## config.mk

```make
export PLATFORM = sky130hd
export DESIGN_NAME = cjdp_port
export DESIGN_NICKNAME = d
export VERILOG_FILES = /design/src/core/cjdp_rst_drv.v /design/src/core/cjdp_port.v
export VERILOG_INCLUDE_DIRS = /design/src /design/src/shared
export SDC_FILE = /design/constraint.sdc
export NUM_CORES = 1
export LEC_CHECK = 0
export BUFFER_PORTS_ARGS = -buffer_cell sky130_fd_sc_hd__buf_4
export CAP_MARGIN = 20
export CORE_MARGIN = 4
export CORE_UTILIZATION = 52
export CTS_CLUSTER_DIAMETER = 30
export DETAILED_ROUTE_END_ITERATION = 6
export MAX_ROUTING_LAYER = met4
export PLACE_DENSITY = 0.74
export SLEW_MARGIN = 15
export SYNTH_ARGS = -nofsm -noshare
export SYNTH_HDL_FRONTEND = slang
export SYNTH_SLANG_ARGS = --single-unit
```

## constraint.sdc

```tcl
create_clock -name core_clk -period 1.87 [get_ports core_clk]
set_input_delay 0.187 -clock core_clk [delete_from_list [all_inputs] [get_ports core_clk]]
set_output_delay 0.187 -clock core_clk [all_outputs]
set_load 0.1 [all_outputs]
```

## src/shared/cjdp_consts.vh

```
// Constants for the debug and test port block
`ifndef CJDP_CONSTS_VH
`define CJDP_CONSTS_VH

// Length of a self-driven reset pulse, in system clocks
`define CJDP_RST_DRIVE_CYCLES 10'h200
`define CJDP_RST_CNT_W 10
`define CJDP_RST_CNT_ONE 10'h001
`define CJDP_RST_CNT_ZERO 10'h000

// Test access port state codes
`define CJDP_ST_W 4
`define CJDP_ST_RESET 4'h0
`define CJDP_ST_IDLE 4'h1
`define CJDP_ST_SEL_DR 4'h2
`define CJDP_ST_CAP_DR 4'h3
`define CJDP_ST_SHF_DR 4'h4
`define CJDP_ST_EX1_DR 4'h5
`define CJDP_ST_PAU_DR 4'h6
`define CJDP_ST_EX2_DR 4'h7
`define CJDP_ST_UPD_DR 4'h8
`define CJDP_ST_SEL_IR 4'h9
`define CJDP_ST_CAP_IR 4'ha
`define CJDP_ST_SHF_IR 4'hb
`define CJDP_ST_EX1_IR 4'hc
`define CJDP_ST_PAU_IR 4'hd
`define CJDP_ST_EX2_IR 4'he
`define CJDP_ST_UPD_IR 4'hf

// Instruction register
`define CJDP_IR_W 2
`define CJDP_IR_CAPTURE 2'h1
`define CJDP_IR_STATUS 2'h1
`define CJDP_IR_BYPASS 2'h3
`define CJDP_IR_RESET 2'h3

// Status data register: {checkstop, quiesce, hard seq, soft seq}
`define CJDP_STAT_W 4

`endif

```

## src/core/cjdp_rst_drv.v

```verilog
// Open-drain reset pulse generator holding a line low for a fixed count
`timescale 1ns/10ps
`default_nettype none
`include "cjdp_consts.vh"

module cjdp_rst_drv (
  input wire core_clk,
  input wire resetn,
  input wire start,
  output wire drive
);

  reg [`CJDP_RST_CNT_W-1:0] cnt_ff;
  reg [`CJDP_RST_CNT_W-1:0] nxt_cnt;

  // --------------------------------------------------------------
  // Down counter
  // --------------------------------------------------------------
  // A start while busy is ignored so the pulse never stretches
  always @* begin
    nxt_cnt = cnt_ff;
    if (cnt_ff != `CJDP_RST_CNT_ZERO) begin
      nxt_cnt = cnt_ff - `CJDP_RST_CNT_ONE;
    end else if (start) begin
      nxt_cnt = `CJDP_RST_DRIVE_CYCLES;
    end
  end

  always @(posedge core_clk or negedge resetn) begin
    if (!resetn) begin
      cnt_ff <= `CJDP_RST_CNT_ZERO;
    end else begin
      cnt_ff <= nxt_cnt;
    end
  end

  // Exactly the full count of cycles with the line pulled low
  assign drive = (cnt_ff != `CJDP_RST_CNT_ZERO);

endmodule
`default_nettype wire

```

## src/core/cjdp_port.v

```verilog
// Processor debug and test port: JTAG pins, reset lines, status pins
`timescale 1ns/10ps
`default_nettype none
`include "cjdp_consts.vh"

// Notes on behaviour
// [RULE1] Low test reset input holds the JTAG logic in reset.
// [RULE2] Undriven test reset reads low, so JTAG logic stays reset.
// [RULE3] Quiesce request output goes low when the core wants low power.
// [RULE4] Test data changes on falling TCK, sampled on rising TCK.
// [RULE5] TMS is sampled on rising TCK to advance the JTAG state machine.
// [RULE6] Soft reset assertion gives the core a non-maskable reset event.
// [RULE7] Device may pull soft reset low for 512 system clocks.
// [RULE8] Outside parties only pull soft reset low or release it.
// [RULE9] External hard reset assertion starts the hard-reset sequence.
// [RULE10] Device pulls hard reset low for 512 system clocks.
// [RULE11] Outside tools only pull hard reset low or release it.
// [RULE12] Pin 15 as check-stop output goes low on core check-stop.
// [RULE13] Serial test data output is driven on falling TCK.
// [RULE14] Tool treats reset lines as wired-AND and waits for release.
module cjdp_port (
  input wire core_clk,
  input wire resetn,
  input wire tck,
  input wire tms,
  input wire tdi,
  input wire trst_n,
  output wire tdo,
  output wire tdo_oe,
  input wire core_quiesce_req,
  output wire quiesce_request_n,
  input wire core_checkstop,
  input wire checkstop_sel,
  input wire shared_bus_pin_n,
  output wire checkstop_out_n,
  input wire soft_reset_n_in,
  output wire soft_reset_n_out,
  output wire soft_reset_n_oe,
  input wire core_soft_reset_req,
  output wire core_soft_reset_nmi,
  input wire hard_reset_n_in,
  output wire hard_reset_n_out,
  output wire hard_reset_n_oe,
  output wire core_hard_reset,
  output wire jtag_in_reset
);

  // --------------------------------------------------------------
  // Declarations
  // --------------------------------------------------------------
  reg [2:0] tck_sync_ff;
  reg [1:0] tms_sync_ff;
  reg [1:0] tdi_sync_ff;
  reg [1:0] trst_sync_ff;
  reg [2:0] srst_sync_ff;
  reg [2:0] hrst_sync_ff;
  reg [1:0] qui_sync_ff;
  reg [`CJDP_ST_W-1:0] tap_ff;
  reg [`CJDP_ST_W-1:0] nxt_tap;
  reg [`CJDP_IR_W-1:0] ir_ff;
  reg [`CJDP_IR_W-1:0] ir_shift_ff;
  reg [`CJDP_STAT_W-1:0] dr_shift_ff;
  reg bypass_ff;
  reg tdo_ff;
  reg tdo_oe_ff;
  reg quiesce_n_ff;
  reg ckstp_n_ff;
  reg nmi_ff;
  wire tck_rise;
  wire tck_fall;
  wire tms_s;
  wire tdi_s;
  wire trst_s;
  wire srst_fall;
  wire hrst_fall;
  wire soft_drive;
  wire hard_drive;
  wire soft_start;
  wire hard_start;
  wire [`CJDP_STAT_W-1:0] status_word;

  // True on a high-to-low step between two synchronised samples
  function fell;
    input [1:0] s;
    begin
      fell = s[1] & ~s[0];
    end
  endfunction

  // --------------------------------------------------------------
  // Pin synchronisers
  // --------------------------------------------------------------
  // Every pin but shared_bus_pin_n passes two flops; a third stage feeds the edge detectors
  always @(posedge core_clk or negedge resetn) begin
    if (!resetn) begin
      tck_sync_ff <= 3'h7;
      tms_sync_ff <= 2'h3;
      tdi_sync_ff <= 2'h3;
      trst_sync_ff <= 2'h0;
      srst_sync_ff <= 3'h7;
      hrst_sync_ff <= 3'h7;
      qui_sync_ff <= 2'h0;
    end else begin
      tck_sync_ff <= {tck_sync_ff[1:0], tck};
      tms_sync_ff <= {tms_sync_ff[0], tms};
      tdi_sync_ff <= {tdi_sync_ff[0], tdi};
      trst_sync_ff <= {trst_sync_ff[0], trst_n};
      srst_sync_ff <= {srst_sync_ff[1:0], soft_reset_n_in};
      hrst_sync_ff <= {hrst_sync_ff[1:0], hard_reset_n_in};
      qui_sync_ff <= {qui_sync_ff[0], core_quiesce_req};
    end
  end

  assign tck_rise = fell(~tck_sync_ff[2:1]);
  assign tck_fall = fell(tck_sync_ff[2:1]);
  assign tms_s = tms_sync_ff[1];
  assign tdi_s = tdi_sync_ff[1];
  // A floating test reset is pulled low on the board, so reset holds
  assign trst_s = trst_sync_ff[1]; // [RULE2]
  assign srst_fall = fell(srst_sync_ff[2:1]);
  assign hrst_fall = fell(hrst_sync_ff[2:1]);
  assign jtag_in_reset = ~trst_s | (tap_ff == `CJDP_ST_RESET);

  // --------------------------------------------------------------
  // Test access port state machine
  // --------------------------------------------------------------
  always @* begin
    case (tap_ff)
      `CJDP_ST_RESET:
        nxt_tap = tms_s ? `CJDP_ST_RESET : `CJDP_ST_IDLE;
      `CJDP_ST_IDLE:
        nxt_tap = tms_s ? `CJDP_ST_SEL_DR : `CJDP_ST_IDLE;
      `CJDP_ST_SEL_DR:
        nxt_tap = tms_s ? `CJDP_ST_SEL_IR : `CJDP_ST_CAP_DR;
      `CJDP_ST_CAP_DR:
        nxt_tap = tms_s ? `CJDP_ST_EX1_DR : `CJDP_ST_SHF_DR;
      `CJDP_ST_SHF_DR:
        nxt_tap = tms_s ? `CJDP_ST_EX1_DR : `CJDP_ST_SHF_DR;
      `CJDP_ST_EX1_DR:
        nxt_tap = tms_s ? `CJDP_ST_UPD_DR : `CJDP_ST_PAU_DR;
      `CJDP_ST_PAU_DR:
        nxt_tap = tms_s ? `CJDP_ST_EX2_DR : `CJDP_ST_PAU_DR;
      `CJDP_ST_EX2_DR:
        nxt_tap = tms_s ? `CJDP_ST_UPD_DR : `CJDP_ST_SHF_DR;
      `CJDP_ST_UPD_DR:
        nxt_tap = tms_s ? `CJDP_ST_SEL_DR : `CJDP_ST_IDLE;
      `CJDP_ST_SEL_IR:
        nxt_tap = tms_s ? `CJDP_ST_RESET : `CJDP_ST_CAP_IR;
      `CJDP_ST_CAP_IR:
        nxt_tap = tms_s ? `CJDP_ST_EX1_IR : `CJDP_ST_SHF_IR;
      `CJDP_ST_SHF_IR:
        nxt_tap = tms_s ? `CJDP_ST_EX1_IR : `CJDP_ST_SHF_IR;
      `CJDP_ST_EX1_IR:
        nxt_tap = tms_s ? `CJDP_ST_UPD_IR : `CJDP_ST_PAU_IR;
      `CJDP_ST_PAU_IR:
        nxt_tap = tms_s ? `CJDP_ST_EX2_IR : `CJDP_ST_PAU_IR;
      `CJDP_ST_EX2_IR:
        nxt_tap = tms_s ? `CJDP_ST_UPD_IR : `CJDP_ST_SHF_IR;
      `CJDP_ST_UPD_IR:
        nxt_tap = tms_s ? `CJDP_ST_SEL_DR : `CJDP_ST_IDLE;
      default:
        nxt_tap = `CJDP_ST_RESET;
    endcase
  end

  // TMS only acts on a rising TCK; low test reset overrides everything
  always @(posedge core_clk or negedge resetn) begin
    if (!resetn) begin
      tap_ff <= `CJDP_ST_RESET;
    end else if (!trst_s) begin
      tap_ff <= `CJDP_ST_RESET; // [RULE1]
    end else if (tck_rise) begin
      tap_ff <= nxt_tap; // [RULE5]
    end
  end

  // --------------------------------------------------------------
  // Instruction and data registers, sampled on rising TCK
  // --------------------------------------------------------------
  assign status_word = {~ckstp_n_ff, ~quiesce_n_ff, hard_drive, soft_drive};

  always @(posedge core_clk or negedge resetn) begin
    if (!resetn) begin
      ir_ff <= `CJDP_IR_RESET;
      ir_shift_ff <= `CJDP_IR_CAPTURE;
      dr_shift_ff <= {`CJDP_STAT_W{1'b0}};
      bypass_ff <= 1'b0;
    end else if (!trst_s || (tap_ff == `CJDP_ST_RESET)) begin
      ir_ff <= `CJDP_IR_RESET; // [RULE1]
      ir_shift_ff <= `CJDP_IR_CAPTURE;
      bypass_ff <= 1'b0;
    end else if (tck_rise) begin
      // Capture, shift and update all happen on the rising edge
      case (tap_ff)
        `CJDP_ST_CAP_IR: begin
          ir_shift_ff <= `CJDP_IR_CAPTURE;
        end
        `CJDP_ST_SHF_IR: begin
          ir_shift_ff <= {tdi_s, ir_shift_ff[`CJDP_IR_W-1:1]}; // [RULE4]
        end
        `CJDP_ST_UPD_IR: begin
          ir_ff <= ir_shift_ff;
        end
        `CJDP_ST_CAP_DR: begin
          dr_shift_ff <= status_word;
          bypass_ff <= 1'b0;
        end
        `CJDP_ST_SHF_DR: begin
          dr_shift_ff <= {tdi_s, dr_shift_ff[`CJDP_STAT_W-1:1]}; // [RULE4]
          bypass_ff <= tdi_s;
        end
        default: begin
          bypass_ff <= bypass_ff;
        end
      endcase
    end
  end

  // --------------------------------------------------------------
  // Serial output, launched on falling TCK
  // --------------------------------------------------------------
  // Launching on falling TCK gives the tool half a TCK period, less the two to three
  // core clocks of synchroniser delay, of setup before its own rising-edge sample
  always @(posedge core_clk or negedge resetn) begin
    if (!resetn) begin
      tdo_ff <= 1'b0;
      tdo_oe_ff <= 1'b0;
    end else if (!trst_s) begin
      tdo_ff <= 1'b0;
      tdo_oe_ff <= 1'b0;
    end else if (tck_fall) begin
      tdo_oe_ff <= (tap_ff == `CJDP_ST_SHF_IR) ||
                   (tap_ff == `CJDP_ST_SHF_DR); // [RULE13]
      if (tap_ff == `CJDP_ST_SHF_IR) begin
        tdo_ff <= ir_shift_ff[0]; // [RULE4]
      end else if (ir_ff == `CJDP_IR_STATUS) begin
        tdo_ff <= dr_shift_ff[0]; // [RULE13]
      end else begin
        tdo_ff <= bypass_ff;
      end
    end
  end

  assign tdo = tdo_ff;
  assign tdo_oe = tdo_oe_ff;

  // --------------------------------------------------------------
  // Quiesce request and pin 15
  // --------------------------------------------------------------
  // Registered so the pins never glitch on core-side decode
  always @(posedge core_clk or negedge resetn) begin
    if (!resetn) begin
      quiesce_n_ff <= 1'b1;
      ckstp_n_ff <= 1'b1;
    end else begin
      quiesce_n_ff <= ~qui_sync_ff[1]; // [RULE3]
      if (checkstop_sel) begin
        ckstp_n_ff <= ~core_checkstop; // [RULE12]
      end else begin
        ckstp_n_ff <= shared_bus_pin_n;
      end
    end
  end

  assign quiesce_request_n = quiesce_n_ff;
  assign checkstop_out_n = ckstp_n_ff;

  // --------------------------------------------------------------
  // Soft reset line
  // --------------------------------------------------------------
  // Only a high-to-low step counts, so the line rising after our own
  // pulse never retriggers; own-driven edges are ignored
  assign soft_start = core_soft_reset_req |
                      (srst_fall & ~soft_drive); // [RULE7]

  cjdp_rst_drv u_soft_drv (
    .core_clk(core_clk),
    .resetn(resetn),
    .start(soft_start),
    .drive(soft_drive)
  );

  // One-cycle non-maskable reset event to the core
  always @(posedge core_clk or negedge resetn) begin
    if (!resetn) begin
      nmi_ff <= 1'b0;
    end else begin
      nmi_ff <= srst_fall; // [RULE6]
    end
  end

  assign core_soft_reset_nmi = nmi_ff;
  // Open drain: drive zero or release, never high; outside parties
  // share the wire the same way
  assign soft_reset_n_out = 1'b0; // [RULE8]
  assign soft_reset_n_oe = soft_drive; // [RULE7]

  // --------------------------------------------------------------
  // Hard reset line
  // --------------------------------------------------------------
  assign hard_start = hrst_fall & ~hard_drive; // [RULE9]

  cjdp_rst_drv u_hard_drv (
    .core_clk(core_clk),
    .resetn(resetn),
    .start(hard_start),
    .drive(hard_drive)
  );

  assign core_hard_reset = hard_drive; // [RULE10]
  // The wire is wired-AND; tools wait for release before debug
  assign hard_reset_n_out = 1'b0; // [RULE11] [RULE14]
  assign hard_reset_n_oe = hard_drive; // [RULE10]

endmodule
`default_nettype wire

```

# ---- After elaboration in Yosys (flattened, before gate mapping)
# Cells that the tools add are included.
dict set report totals {
  ff_bits 55
  input_bits 13
  out_inout_bits 11
  word_cells 116
}
dict set report op_classes {
  add_sub_neg 2
  n_eq_ne 18
  n_mux 36
  n_bitwise 21
  n_reduce_logical 20
}
# cell n
set op_table {}
lappend op_table {{case mux 4 bit (12 select lines)} 1}
lappend op_table {{two-way mux 10 bit} 4}
lappend op_table {{equality test 4 bit, second input constant} 8}
lappend op_table {{two-way mux 4 bit} 6}
lappend op_table {{nonzero test 10 bit} 2}
lappend op_table {{subtractor 10 x 1 -> 10 bit, second input constant} 2}
lappend op_table {{equality test 4 x 3 -> 1 bit, second input constant} 4}
lappend op_table {{two-way mux 2 bit} 8}
lappend op_table {{two-way mux 1 bit} 12}
lappend op_table {{NOT 1 bit} 12}
lappend op_table {{nonzero test 2 bit} 5}
lappend op_table {{equality test 4 x 2 -> 1 bit, second input constant} 2}
lappend op_table {{case mux 4 bit (2 select lines)} 1}
lappend op_table {{AND 1 bit} 6}
lappend op_table {{two-way mux 3 bit} 2}
lappend op_table {{AND reduction 2 bit} 3}
lappend op_table {{nonzero test 3 bit} 2}
lappend op_table {{equality test 4 x 1 -> 1 bit, second input constant} 1}
lappend op_table {{zero test 4 bit} 1}
lappend op_table {{inequality test 2 x 1 -> 1 bit, second input constant} 2}
lappend op_table {{case mux 2 bit (2 select lines)} 1}
lappend op_table {{OR reduction 2 bit} 2}
lappend op_table {{AND reduction 3 bit} 1}
lappend op_table {{OR reduction 3 bit} 1}
lappend op_table {{other kinds (6)} 8}

# ---- Longest topological paths before layout
# Gate-level depths: netlist of the first run.
dict set report logic_depth {
  ltp_word 6
  mapped_depth 8
  depth_no_buf 6
}

# ---- By module
# A second synthesis of the first run with hierarchy kept.
dict set report unflattened {
  cells_unflattened 257
  area_unflattened_um2 2730.1
}
# mod instances cells_per_inst area_each_um2 seq_area_each_um2
set modules_own_cells {}
lappend modules_own_cells {cjdp_port 1 145 1579.0 898.4}
lappend modules_own_cells {cjdp_rst_drv 2 56 575.6 250.2}

# ---- Worst setup path after synthesis of the first run
# Ideal clock, no wire load.
dict set report synth_path {
  kind {flip-flop to output port}
  startpoint {register u_hard_drv.cnt_ff[0]}
  endpoint {output port hard_reset_n_oe}
  arrival_ns 2.418
  t_required_ns 1.683
  path_slack_ns -0.735
  path_stages_with_launch 9
  n_path_buf 3
  path_cell_list {dfrtp_1 inv_1 ha_1 or4b_1 clkbuf_1 nor3_1 buf_2 inv_1 buf_4}
}
dict set report synth_between {
  elab_chain_cells 1
}
# element line_no
set synth_lines {}
lappend synth_lines {{from (decl)} cjdp_rst_drv.v:13} ;# reg [`CJDP_RST_CNT_W-1:0] cnt_ff;
lappend synth_lines {{from (signal assigned)} cjdp_rst_drv.v:31} ;# cnt_ff <= `CJDP_RST_CNT_ZERO;
lappend synth_lines {{from (signal assigned)} cjdp_rst_drv.v:33} ;# cnt_ff <= nxt_cnt;
lappend synth_lines {{nonzero test 10 bit (no source line)} -}
lappend synth_lines {{to (decl)} cjdp_port.v:43} ;# output wire hard_reset_n_oe,
# Every way passes these cells.

# ---- Worst setup path after layout of the first run
dict set report layout_path {
  startpoint {register u_hard_drv.cnt_ff[1]}
  endpoint {output port core_hard_reset}
}
dict set report layout_between {
  elab_chain_cells 1
}
# element line_no
set layout_lines {}
lappend layout_lines {{nonzero test 10 bit (no source line)} -}
lappend layout_lines {{to (decl)} cjdp_port.v:44} ;# output wire core_hard_reset,
# Every way passes these cells.

==> results of run 1 <==
==> logic make-up after synthesis <==
group / synth area share (%)
other: 0.150
buffers and inverters: 5.26
AND/OR/NAND/NOR: 18.9
adder cells (fa/ha/maj): 1.00
XOR/XNOR: 1.75
AO/OA/AOI/OAI: 14.8
multiplexers: 2.10
flip-flops: 56.0
==> sequential cells by signal (all words and copies together) (netlist names), 2 cells and up <==
| name | count |
|---|---|
| dr_shift_ff | 4 |
| trst_sync_ff | 2 |
| hrst_sync_ff | 3 |
| u_hard_drv.cnt_ff | 10 |
| qui_sync_ff | 2 |
| u_soft_drv.cnt_ff | 10 |
| ir_shift_ff | 2 |
| tdi_sync_ff | 2 |
| ir_ff | 2 |
| tap_ff | 4 |
| tck_sync_ff | 3 |
| srst_sync_ff | 3 |
| tms_sync_ff | 2 |
==> metrics by stage <==
stage	TNS, ps	hold WS [ps]	cell area [sq um]
after floorplan	-1150	-109	2630
after global placement	0	269	2900
after detailed placement	0	276	2900
after CTS	-782	19.2	3140
after global routing	-1550	13.9	3230
final	-859	36.6	3230
==> per-layer routing <==
layer  vias to the layer above  GRT usage, %  wire length (um)
met5                         -             -                 0
met1                       927          23.7              2230
li1                        958             -                 -
met2                        28          29.8              2400
met3                         6          3.51               135
met4                         0          4.45                51
==> Yosys cell counts, types with 2 or more instances <==
| library cell | n | area share (%) |
|---|---|---|
| o31ai_1 | 6 | 1.8 |
| dfstp_2 | 18 | 19 |
| buf_2 | 6 | 1.2 |
| o21ai_0 | 26 | 5.2 |
| or4b_1 | 2 | 0.80 |
| or4_1 | 4 | 1.2 |
| a21oi_1 | 15 | 3.0 |
| inv_1 | 13 | 2.0 |
| nor2_1 | 16 | 2.4 |
| mux2i_1 | 3 | 1.2 |
| o21a_1 | 3 | 0.90 |
| nor3_1 | 6 | 1.2 |
| or3b_1 | 2 | 0.70 |
| clkbuf_1 | 7 | 1.1 |
| nor4_1 | 5 | 1.3 |
| nand2_1 | 14 | 2.1 |
| ha_1 | 2 | 1.0 |
| dfrtp_1 | 37 | 37 |
| buf_4 | 3 | 0.90 |
| or3b_2 | 2 | 0.70 |
| a31oi_1 | 3 | 0.75 |
| nor2b_1 | 8 | 2.0 |
| mux2_1 | 2 | 0.90 |
| xnor2_1 | 5 | 1.8 |
| nand2b_1 | 5 | 1.3 |
| or3_1 | 4 | 1.0 |
| nand3_1 | 10 | 2.0 |
==> final cells by class <==
| type | instances | area [sq um] | share of cell area, % |
|---|---|---|---|
| Clock buffer | 6 | 72.6 | 2.25 |
| Clock inverter | 2 | 60.1 | 1.86 |
| Inverter | 14 | 72.6 | 2.25 |
| Multi-Input combinational cell | 160 | 1050 | 32.5 |
| Sequential cell | 55 | 1400 | 43.4 |
| Tap cell | 52 | 65.1 | 2.02 |
| Timing Repair Buffer | 60 | 509 | 15.8 |
==> final timing paths <==
check,from,endpoint,slack (ps),cells after the start
setup / recovery,u_hard_drv.cnt_ff[1]$_DFFE_PN0P_,core_hard_reset,-290,6
hold / removal,checkstop_sel,checkstop_out_n$_DFF_PN1_,40,2
setup reg to reg,u_soft_drv.cnt_ff[1]$_DFFE_PN0P_,dr_shift_ff[0]$_DFFE_PN0P_,-30,7
hold reg to reg,tms_sync_ff[0]$_DFF_PN1_,tms_sync_ff[1]$_DFF_PN1_,350,0
max in group asynchronous,resetn,u_soft_drv.cnt_ff[9]$_DFFE_PN0P_,980,2
min in group asynchronous,resetn,tap_ff[2]$_DFFE_PN0P_,440,2
==> worst max-delay path, cell delays in order, from the launching register on <==
cell	delay, ps
dfrtp_1	400
inv_1	70
ha_2	170
or4b_4	480
nor3_4	190
clkinvlp_4	160
buf_6	200
==> where the power goes <==
part	internal, uW	leakage, uW	switching, uW	total (uW)
clock	535	0.0000654	371	906
combinational	297	0.000631	335	632
sequential	1340	0.000652	125	1460
total	2170	0.00135	831	3000
==> timing repair <==
action	4_1_cts	5_1_grt
setup endpoints to repair	4	12
setup buffers	0	5
pin swaps	0	2
resized for setup	7	10
hold buffers	8	1
hold endpoints to repair	44	1
==> results by group, run 1 <==
Drt
  – Drt total wl: 4820 um
  – 1st-pass router iterations: 4
  – Violation count after the first detailed-routing iteration: 150
  – Mean routed wirelength per cell: 13.8 um
  – Vias after detailed routing: 1,919
  – Number of design rule violations left after detail routing: 0
  – Vias per cell: 5.50
  – Residual antenna-violating net count after detailed routing: 0

Worst setup path
  – Class of the most critical setup path: reg2out
  – Highest net fanout along the worst path: 2
  – Data arrival time of the critical path: 1970 ps
  – Capturing element type of the critical path: output port
  – Critical Path Source Type: flop
  – Required time reported for the critical path endpoint: 1680 ps

Run status
  – Failing checks: setup timing
  – Status: finished with violations

Cells and area
  – # diodes: 0
  – Number of standard cells in the layout, taps in and fillers out: 349
  – Post-Route Utilization: 71.6%
  – Number of nets in the layout: 311
  – Proportion of layout cells with a drive suffix above 1: 34.0%
  – Most used cells in the layout excluding fill and tap cells: buf_4 (46), dfrtp_1 (37), o21ai_0 (25), dfstp_2 (18), nor2_1 (15)
  – Filler Cells Inserted: 333
  – Commonest non-fill, non-tap cell in the layout: buf_4
  – Area growth syn-to-layout: 29.2%

Clock network
  – Number of clock sinks seen by CTS: 55
  – Worst skew pair latency: 310 ps
  – H-Tree Level Count: 2
  – Clock slew seen by the registers of the worst setup and hold paths: 90 ps
  – Root Buffer Master: clkbuf_8
  – Number of buffers on the longest clock path: 2
  – Clock buffer count from CTS: 5
  – TritonCTS clock tree: done

STA
  – Setup repair after global routing missed its margin: yes
  – Hold Violations, Final: 0
  – Max Slew Vio Count: 0
  – # setup viols final: 4
  – Final Cycle Share: 115%
  – Max Clock Freq: 464 MHz
  – Final setup margin: -287 ps
  – Clock period minus worst slack: 2160 ps
  – Normalized max-slew margin: 56.0%
  – Worst clock skew: 8.63 ps
  – Transition time at the pin with the least slew margin: 660 ps

Placed design
  – Port Buffers: 21
  – Setup Slack @ Placement: 17.4 ps
  – HPWL after DPL: 3360 um
  – Number of placed instances with taps included: 327
  – Weighted congestion reported at the end of routability-driven placement: 0.832

Job
  – Max-cap violation count: 0

Die
  – Height of the die: 77.3 um
  – Top-level I/O count: 24
  – Number of cell rows: 24
  – Die X-Extent: 77.3 um
  – Die area: 5980 sq um
  – Floorplan core area: 4500 sq um
  – Initial Utilization: 55.4%

Worst hold path
  – Type of the most critical hold path: in2reg

Pwr
  – Leakage power: 0.00135 uW
  – Worst IR drop on VDD: 539 uV
  – Overall Power: 3000 uW
  – Power density over the cells: 930 nW/um^2

Yosys
  – Top flip-flop cell by instance count after synthesis: dfrtp_1
  – Async SR Flop Fraction: 100%
  – Count of different cell masters after synthesis: 44
  – Synth warnings: 0
  – Post-synthesis cell area: 2500 sq um
  – EDFF count, synth: 0
  – Number of register bits inferred by synthesis: 55
  – Synthesized instance count: 244
  – Proportion of synthesized chip area in sequential cells: 56.0%
  – Mapped Avg Cell Area: 10.2 sq um

Global routing
  – Final global-route overflow total: 0
  – Via count of the first global-routing pass: 1,904
  – All-layer global routing usage: 18.3%
  – Maximum number of pins on one net before global-route repair: 56
  – Global-route wire length before repair: 8630 um
  – Antenna violations before repair: 0
Note: power is estimated with default switching activity, not from simulation.
==> run 2: changes to the inputs <==
--- a/config.mk
+++ b/config.mk
@@ -14,6 +14,7 @@
 export DETAILED_ROUTE_END_ITERATION = 6
 export MAX_ROUTING_LAYER = met4
 export PLACE_DENSITY = 0.74
+export REMOVE_ABC_BUFFERS = 1
 export SLEW_MARGIN = 15
 export SYNTH_ARGS = -nofsm -noshare
 export SYNTH_HDL_FRONTEND = slang
==> run 2 against run 1 <==
Against the previous run:
- the run still ends with setup timing left
- first-iteration DRC count is 27% lower
- clock power fell by 22%
- total power shrank 5.5%
- sequential cell count unchanged
- critical path type unchanged
==> results by group, run 2 (synthesized netlist as in run 1, its figures left out) <==
Clock network
  – Worst skew pair latency: 310 ps (about the same)
  – H-Tree Level Count: 2 (unchanged)
  – TritonCTS clock tree: done
  – Clock slew seen by the registers of the worst setup and hold paths: 110 ps (+20 ps)
  – Root Buffer Master: clkbuf_8
  – Number of buffers on the longest clock path: 2 (unchanged)
  – Number of clock sinks seen by CTS: 55 (unchanged)
  – Clock buffer count from CTS: 5 (unchanged)

Drt
  – Residual antenna-violating net count after detailed routing: 0 (unchanged)
  – Drt total wl: 4870 um (+1.2%)
  – 1st-pass router iterations: 4 (unchanged)
  – Violation count after the first detailed-routing iteration: 110 (-27%)
  – Number of design rule violations left after detail routing: 0 (unchanged)
  – Mean routed wirelength per cell: 13.8 um (about the same)
  – Vias after detailed routing: 1,956 (+1.9%)
  – Vias per cell: 5.54 (+0.77%)

Placed design
  – Port Buffers: 21 (unchanged)
  – Cell area after placement: 2850 sq um (-1.9%)
  – Number of placed instances with taps included: 329 (+0.61%)
  – Setup Slack @ Placement: -19.5 ps (-36.9 ps)
  – Weighted congestion reported at the end of routability-driven placement: 0.852 (+2.5%)
  – HPWL after DPL: 3240 um (-3.6%)

Global routing
  – Maximum number of pins on one net before global-route repair: 56 (unchanged)
  – Via count of the first global-routing pass: 1,913 (+0.47%)
  – Global-route wire length before repair: 8650 um (+0.16%)
  – All-layer global routing usage: 18.3% (+0.035 points)
  – Final global-route overflow total: 0 (unchanged)
  – Antenna violations before repair: 0 (unchanged)

Cells and area
  – Post-Route Utilization: 72.5% (+0.83 points)
  – Most used cells in the layout excluding fill and tap cells: buf_4 (48), dfrtp_1 (36), o21ai_0 (25), dfstp_2 (18), nor2_1 (16)
  – Number of standard cells in the layout, taps in and fillers out: 353 (+1.1%)
  – # diodes: 0 (unchanged)
  – Area growth syn-to-layout: 30.7%
  – Final Cell Area: 3260 sq um (+1.2%)
  – Commonest non-fill, non-tap cell in the layout: buf_4
  – Number of nets in the layout: 315 (+1.3%)
  – Filler Cells Inserted: 318 (-4.5%)
  – Largest registers: u_hard_drv.cnt_ff x10, u_soft_drv.cnt_ff x10
  – Proportion of layout cells with a drive suffix above 1: 36.2% (+2.2 points)

Worst setup path
  – Data arrival time of the critical path: 1830 ps (-140 ps)
  – Capturing element type of the critical path: output port
  – Required time reported for the critical path endpoint: 1680 ps (about the same)
  – Highest net fanout along the worst path: 2 (unchanged)
  – Critical Path Source Type: flop
  – Class of the most critical setup path: reg2out

Die
  – Height of the die: 77.3 um (unchanged)
  – Top-level I/O count: 24 (unchanged)
  – Die area: 5980 sq um (unchanged)
  – Die X-Extent: 77.3 um (unchanged)
  – Initial Utilization: 55.4% (unchanged)
  – Floorplan core area: 4500 sq um (unchanged)
  – Number of cell rows: 24 (unchanged)

STA
  – # setup viols final: 5 (+1)
  – Max Slew Vio Count: 0 (unchanged)
  – Normalized max-slew margin: 56.8% (+0.77 points)
  – Transition time at the pin with the least slew margin: 648 ps (-11.6 ps)
  – Max Clock Freq: 496 MHz (+6.9%)
  – Worst clock skew: 9.70 ps (+1.08 ps)
  – Clock period minus worst slack: 2020 ps (-139 ps)
  – Final Cycle Share: 108% (-7.4 points)
  – Hold Violations, Final: 0 (unchanged)
  – Final setup margin: -148 ps (+139 ps)
  – Setup repair after global routing missed its margin: yes

Worst hold path
  – Type of the most critical hold path: in2reg

Pwr
  – Leakage power: 0.00137 uW (+1.7%)
  – Worst IR drop on VDD: 608 uV (+13%)
  – Power density over the cells: 869 nW/um^2 (-6.6%)
  – Overall Power: 2840 uW (-5.5%)

Run status
  – Failing checks: setup timing
  – Status: finished with violations

Job
  – Max-cap violation count: 0 (unchanged)
-- run 2: worst max-delay path, cell delays in order (launching register included) --
cell     delay [ps]
dfrtp_1         400
inv_1            60
ha_2            170
or4b_4          480
nor3_4          150
inv_2            90
buf_12          170
-- run 2: where the power goes --
part	internal (uW)	total [uW]	switching, uW	leakage, uW
Sequential	1340	1480	141	0.000650
Combinational	292	647	356	0.000670
Clock	285	710	425	0.0000519
Total	1910	2840	922	0.00137
-- run 2: per-layer routing --
metal  vias up  wire length (um)  global-route usage [%]
met5         -                 0                       -
met4         0                89                    6.41
met3         8               203                    3.40
met2        41              2390                    28.0
met1       942              2200                    24.7
li1        965                 -                       -
-- run 2: layout make-up --
cell class / instances / area, sq um / area share (%)
clock buffer: 5 / 68.8 / 2.11
clock inverter: 3 / 33.8 / 1.03
timing repair buffer: 64 / 564 / 17.3
sequential: 55 / 1400 / 42.9
tap: 52 / 65.1 / 1.99
inverter: 14 / 52.6 / 1.61
multi-input combinational: 160 / 1080 / 33.1
-- run 2: what timing repair did --
item / 4_1_cts / 5_1_grt
pin swaps: 4 / 5
endpoints found under the hold margin: 45 / 0
hold buffers: 9 / 0
endpoints found under the setup margin: 5 / 15
resized for setup: 25 / 16
buffers inserted: 6 / 3
-- run 2: final timing paths --
| kind | start | to | slack, ps | cells after the start |
|---|---|---|---|---|
| setup / recovery | u_hard_drv.cnt_ff[0]$_DFFE_PN0P_ | core_hard_reset | -150 | 6 |
| hold / removal | checkstop_sel | checkstop_out_n$_DFF_PN1_ | 20 | 2 |
| setup reg to reg | tap_ff[1]$_DFFE_PN0P_ | dr_shift_ff[3]$_DFFE_PN0P_ | -10 | 4 |
| hold reg to reg | qui_sync_ff[1]$_DFF_PN0_ | quiesce_request_n$_DFF_PN1_ | 360 | 1 |
| max in group asynchronous | resetn | tap_ff[2]$_DFFE_PN0P_ | 980 | 2 |
| min in group asynchronous | resetn | tap_ff[0]$_DFFE_PN0P_ | 430 | 2 |
-- run 2: per-stage QoR --
step / TNS (ps) / hold WS, ps
6_report: -421 / 17.6
5_1_grt: -1200 / 6.59
4_1_cts: -406 / 6.78
3_5_place_dp: -22.5 / 265
3_3_place_gp: 0 / 265
2_1_floorplan: -7160 / -109
==> run 3: changes to the inputs <==
--- a/config.mk
+++ b/config.mk
@@ -12,6 +12,7 @@
 export CORE_UTILIZATION = 52
 export CTS_CLUSTER_DIAMETER = 30
 export DETAILED_ROUTE_END_ITERATION = 6
+export HOLD_SLACK_MARGIN = 0.03
 export MAX_ROUTING_LAYER = met4
 export PLACE_DENSITY = 0.74
 export REMOVE_ABC_BUFFERS = 1
==> constraint.sdc (replaced) <==
create_clock -name core_clk -period 1.8 [get_ports core_clk]
set_input_delay 0.18 -clock core_clk [delete_from_list [all_inputs] [get_ports core_clk]]
set_output_delay 0.18 -clock core_clk [all_outputs]
set_load 0.1 [all_outputs]
==> run 3 against run 2 <==
Against the previous run:
- the run still ends with setup timing left
- critical endpoint is now soft_reset_n_oe
- clock power increased by 4.6%
- sequential cell count unchanged
- register-to-register slack got worse by 180 ps
- core utilization grew 3.7 points
- routed wire length rose by 25%
- die area stayed put
- total power grew 7.6%
- sequential share of layout area is 2.1 points lower
- combinational power up 22%
- clock skew rose by 5.6 ps
- worst setup slack got worse by 120 ps
- worst hold slack improved by 190 ps
==> results by group, run 3 (synthesized netlist as in run 1, its figures left out) <==
Run status
  – Status: finished with violations
  – Failing checks: setup timing

Worst setup path
  – Worst path buffer plus inverter count: 3 (unchanged)
  – R2r endpoint: u_soft_drv.cnt_ff[9]$_DFFE_PN0P_
  – Cell type of the slowest stage on the worst timing path: or4b_4
  – Highest net fanout along the worst path: 2 (unchanged)
  – Family with the most delay on the worst path: simple AND/OR/NAND/NOR gates
  – Dominant cell type by count on the critical path: inv_2
  – Worst R2R Start: u_soft_drv.cnt_ff[1]$_DFFE_PN0P_
  – Class of the most critical setup path: reg2out
  – List of cells traversed by the critical path: inv_2 -> ha_4 -> or4b_4 -> nor3_4 -> inv_2 -> buf_12
  – Required time reported for the critical path endpoint: 1620 ps (-60 ps)
  – Delay contributed by the slowest stage of the critical path: 490 ps (about the same)
  – Critical Path Source Type: flop
  – Capturing element type of the critical path: output port
  – Internal reg-to-reg setup slack: -190 ps (-180 ps)
  – Worst setup path startpoint: u_soft_drv.cnt_ff[1]$_DFFE_PN0P_
  – R2R cell count: 8 (+4)
  – Data arrival time of the critical path: 1890 ps (+60 ps)

Cells and area
  – Post-Route Utilization: 76.2% (+3.7 points)
  – Area growth syn-to-layout: 37.4%
  – Filler Cells Inserted: 277 (-13%)
  – Proportion of layout cells with a drive suffix above 1: 41.6% (+5.4 points)
  – Total area of multi-input combinational cells: 1140 sq um (+5.9%)
  – Number of nets in the layout: 324 (+2.9%)
  – Most used cells in the layout excluding fill and tap cells: buf_4 (50), dfrtp_1 (37), o21ai_0 (21), dfstp_2 (18)
  – # diodes: 0 (unchanged)
  – Largest registers: u_hard_drv.cnt_ff x10, u_soft_drv.cnt_ff x10
  – Reg area: 1400 sq um (about the same)
  – Number of standard cells in the layout, taps in and fillers out: 362 (+2.5%)
  – Commonest non-fill, non-tap cell in the layout: buf_4

STA
  – Transition time at the pin with the least slew margin: 661 ps (+12.6 ps)
  – Setup TNS: -1550 ps (-1130 ps)
  – Final setup margin: -268 ps (-120 ps)
  – Clock period minus worst slack: 2070 ps
  – Setup repair after global routing missed its margin: yes
  – # setup viols final: 14 (+9)
  – Max Clock Freq: 484 MHz
  – Normalized max-slew margin: 55.9% (-0.84 points)
  – Final Cycle Share: 115%
  – Worst clock skew: 15.3 ps (+5.62 ps)
  – Max Slew Vio Count: 0 (unchanged)
  – Hold Violations, Final: 0 (unchanged)

Drt
  – Vias after detailed routing: 2,102 (+7.5%)
  – Vias per cell: 5.81 (+4.8%)
  – Drt total wl: 6110 um (+25%)
  – Number of design rule violations left after detail routing: 0 (unchanged)
  – Mean routed wirelength per cell: 16.9 um (+22%)
  – Violation count after the first detailed-routing iteration: 110 (unchanged)
  – 1st-pass router iterations: 4 (unchanged)
  – Residual antenna-violating net count after detailed routing: 0 (unchanged)

Pwr
  – Leakage power: 0.00143 uW (+4.2%)
  – Proportion of power drawn by flip-flops and latches: 49.8% (-2.3 points)
  – Combinational group share of total power: 25.8% (+3.0 points)
  – Switching power summed over all nets: 1010 uW (+9.3%)
  – Power density over the cells: 889 nW/um^2 (+2.4%)
  – Switching Share: 33.0% (+0.52 points)
  – Part of the power in the clock network: 24.4% (-0.6 points)
  – Internal power: 2040 uW (+6.8%)
  – Worst IR drop on VDD: 766 uV (+26%)

Worst hold path
  – Type of the most critical hold path: in2reg
  – Instance count along the most critical hold path: 4 (+2)
  – Hold EP: u_soft_drv.cnt_ff[0]$_DFFE_PN0P_
  – Start point of the worst min-delay path: core_soft_reset_req

Die
  – Top-level I/O count: 24 (unchanged)
  – Floorplan core area: 4500 sq um (unchanged)
  – Number of cell rows: 24 (unchanged)
  – Initial Utilization: 55.4% (unchanged)
  – Die area: 5980 sq um (unchanged)
  – Die X-Extent: 77.3 um (unchanged)
  – Height of the die: 77.3 um (unchanged)

Clock network
  – Clock slew seen by the registers of the worst setup and hold paths: 90 ps (-20 ps)
  – Number of buffers on the longest clock path: 2 (unchanged)
  – Number of clock sinks seen by CTS: 55 (unchanged)
  – TritonCTS clock tree: done
  – H-Tree Level Count: 2 (unchanged)
  – Root Buffer Master: clkbuf_8
  – Worst skew pair latency: 320 ps (about the same)
  – Clock buffer count from CTS: 5 (unchanged)

Global routing
  – Global-route wire length before repair: 9630 um (+11%)
  – All-layer global routing usage: 20.6% (+2.3 points)
  – Final global-route overflow total: 0 (unchanged)
  – Maximum number of pins on one net before global-route repair: 56 (unchanged)
  – Via count of the first global-routing pass: 2,000 (+4.5%)
  – Met2 GRT Util: 34.0% (+6.0 points)
  – Met3 Track Usage GR: 3.16% (-0.23 points)
  – Global-route track usage on met1: 26.7% (+2.0 points)
  – Antenna violations before repair: 0 (unchanged)
  – Busiest layer in global routing: met2

Placed design
  – Weighted congestion reported at the end of routability-driven placement: 0.871 (+2.2%)
  – Port Buffers: 21 (unchanged)
  – HPWL after DPL: 3390 um (+4.4%)
  – Number of placed instances with taps included: 333 (+1.2%)

Job
  – Max-cap violation count: 0 (unchanged)
-- run 3: cell count changes in the layout (fill, tap and decap cells not counted), sizes merged --
cell / previous run / this run
buf: 55 / 63
dlygate4sd3: 9 / 10
-- run 3: worst max path at each step --
stage / end / slack (ps) / cells past startpoint
2_1_floorplan: core_hard_reset / -1170 / 5
3_3_place_gp: u_soft_drv.cnt_ff[9]$_DFFE_PN0P_ / -30 / 7
6_report: soft_reset_n_oe / -270 / 6
3_5_place_dp: u_soft_drv.cnt_ff[9]$_DFFE_PN0P_ / -120 / 7
5_1_grt: soft_reset_n_oe / -350 / 6
4_1_cts: hard_reset_n_oe / -220 / 6
-- run 3: power groups by stage --
stage	sequential [uW]	clock, uW	combinational (uW)
after floorplan	1560	0	293
after global placement	1500	0	595
after detailed placement	1500	0	613
after CTS	1500	759	728
after global routing	1540	815	876
final	1520	743	788
-- run 3: area by class of cell --
class                      count  area share (%)
clock buffer                   5            2.01
clock inverter                 3           0.984
inverter                      14            1.53
multi-input combinational    160            33.3
sequential                    55            40.8
tap                           52            1.90
timing repair buffer          73            19.5
-- run 3: timing repair --
item	in CTS	in global routing
setup endpoints to repair	12	17
buffers inserted	8	5
pin swaps	10	8
hold buffers	10	0
gates resized for setup	36	30
endpoints found under the hold margin	45	0
-- run 3: per-layer routing --
metal	routed length (um)	share of wire (%)	vias up
met4	125	2.0	0
met1	2520	41	1041
met3	210	3.4	16
li1	-	-	988
met5	0	0	-
met2	3250	53	57
-- run 3: worst reg2reg max path, delay by kind of cell, from the launching register on --
family                     cells  cell delay, ps
and+or+nand+nor                2             850
DFF                            1             420
buffers and inverters          3             360
AOI/OAI and AO/OA              2             180
adders and majority gates      1             130
-- run 3: metrics by stage --
stage               cell area, sq um  hold WS (ps)  power, uW  setup WS, ps
finish                          3430           210       3050          -268
global route                    3430           221       3230          -353
CTS                             3270           199       2980          -216
detailed placement              2880           261       2120          -116
global placement                2880           257       2100         -27.2
floorplan                       2420          -116       1850         -1170
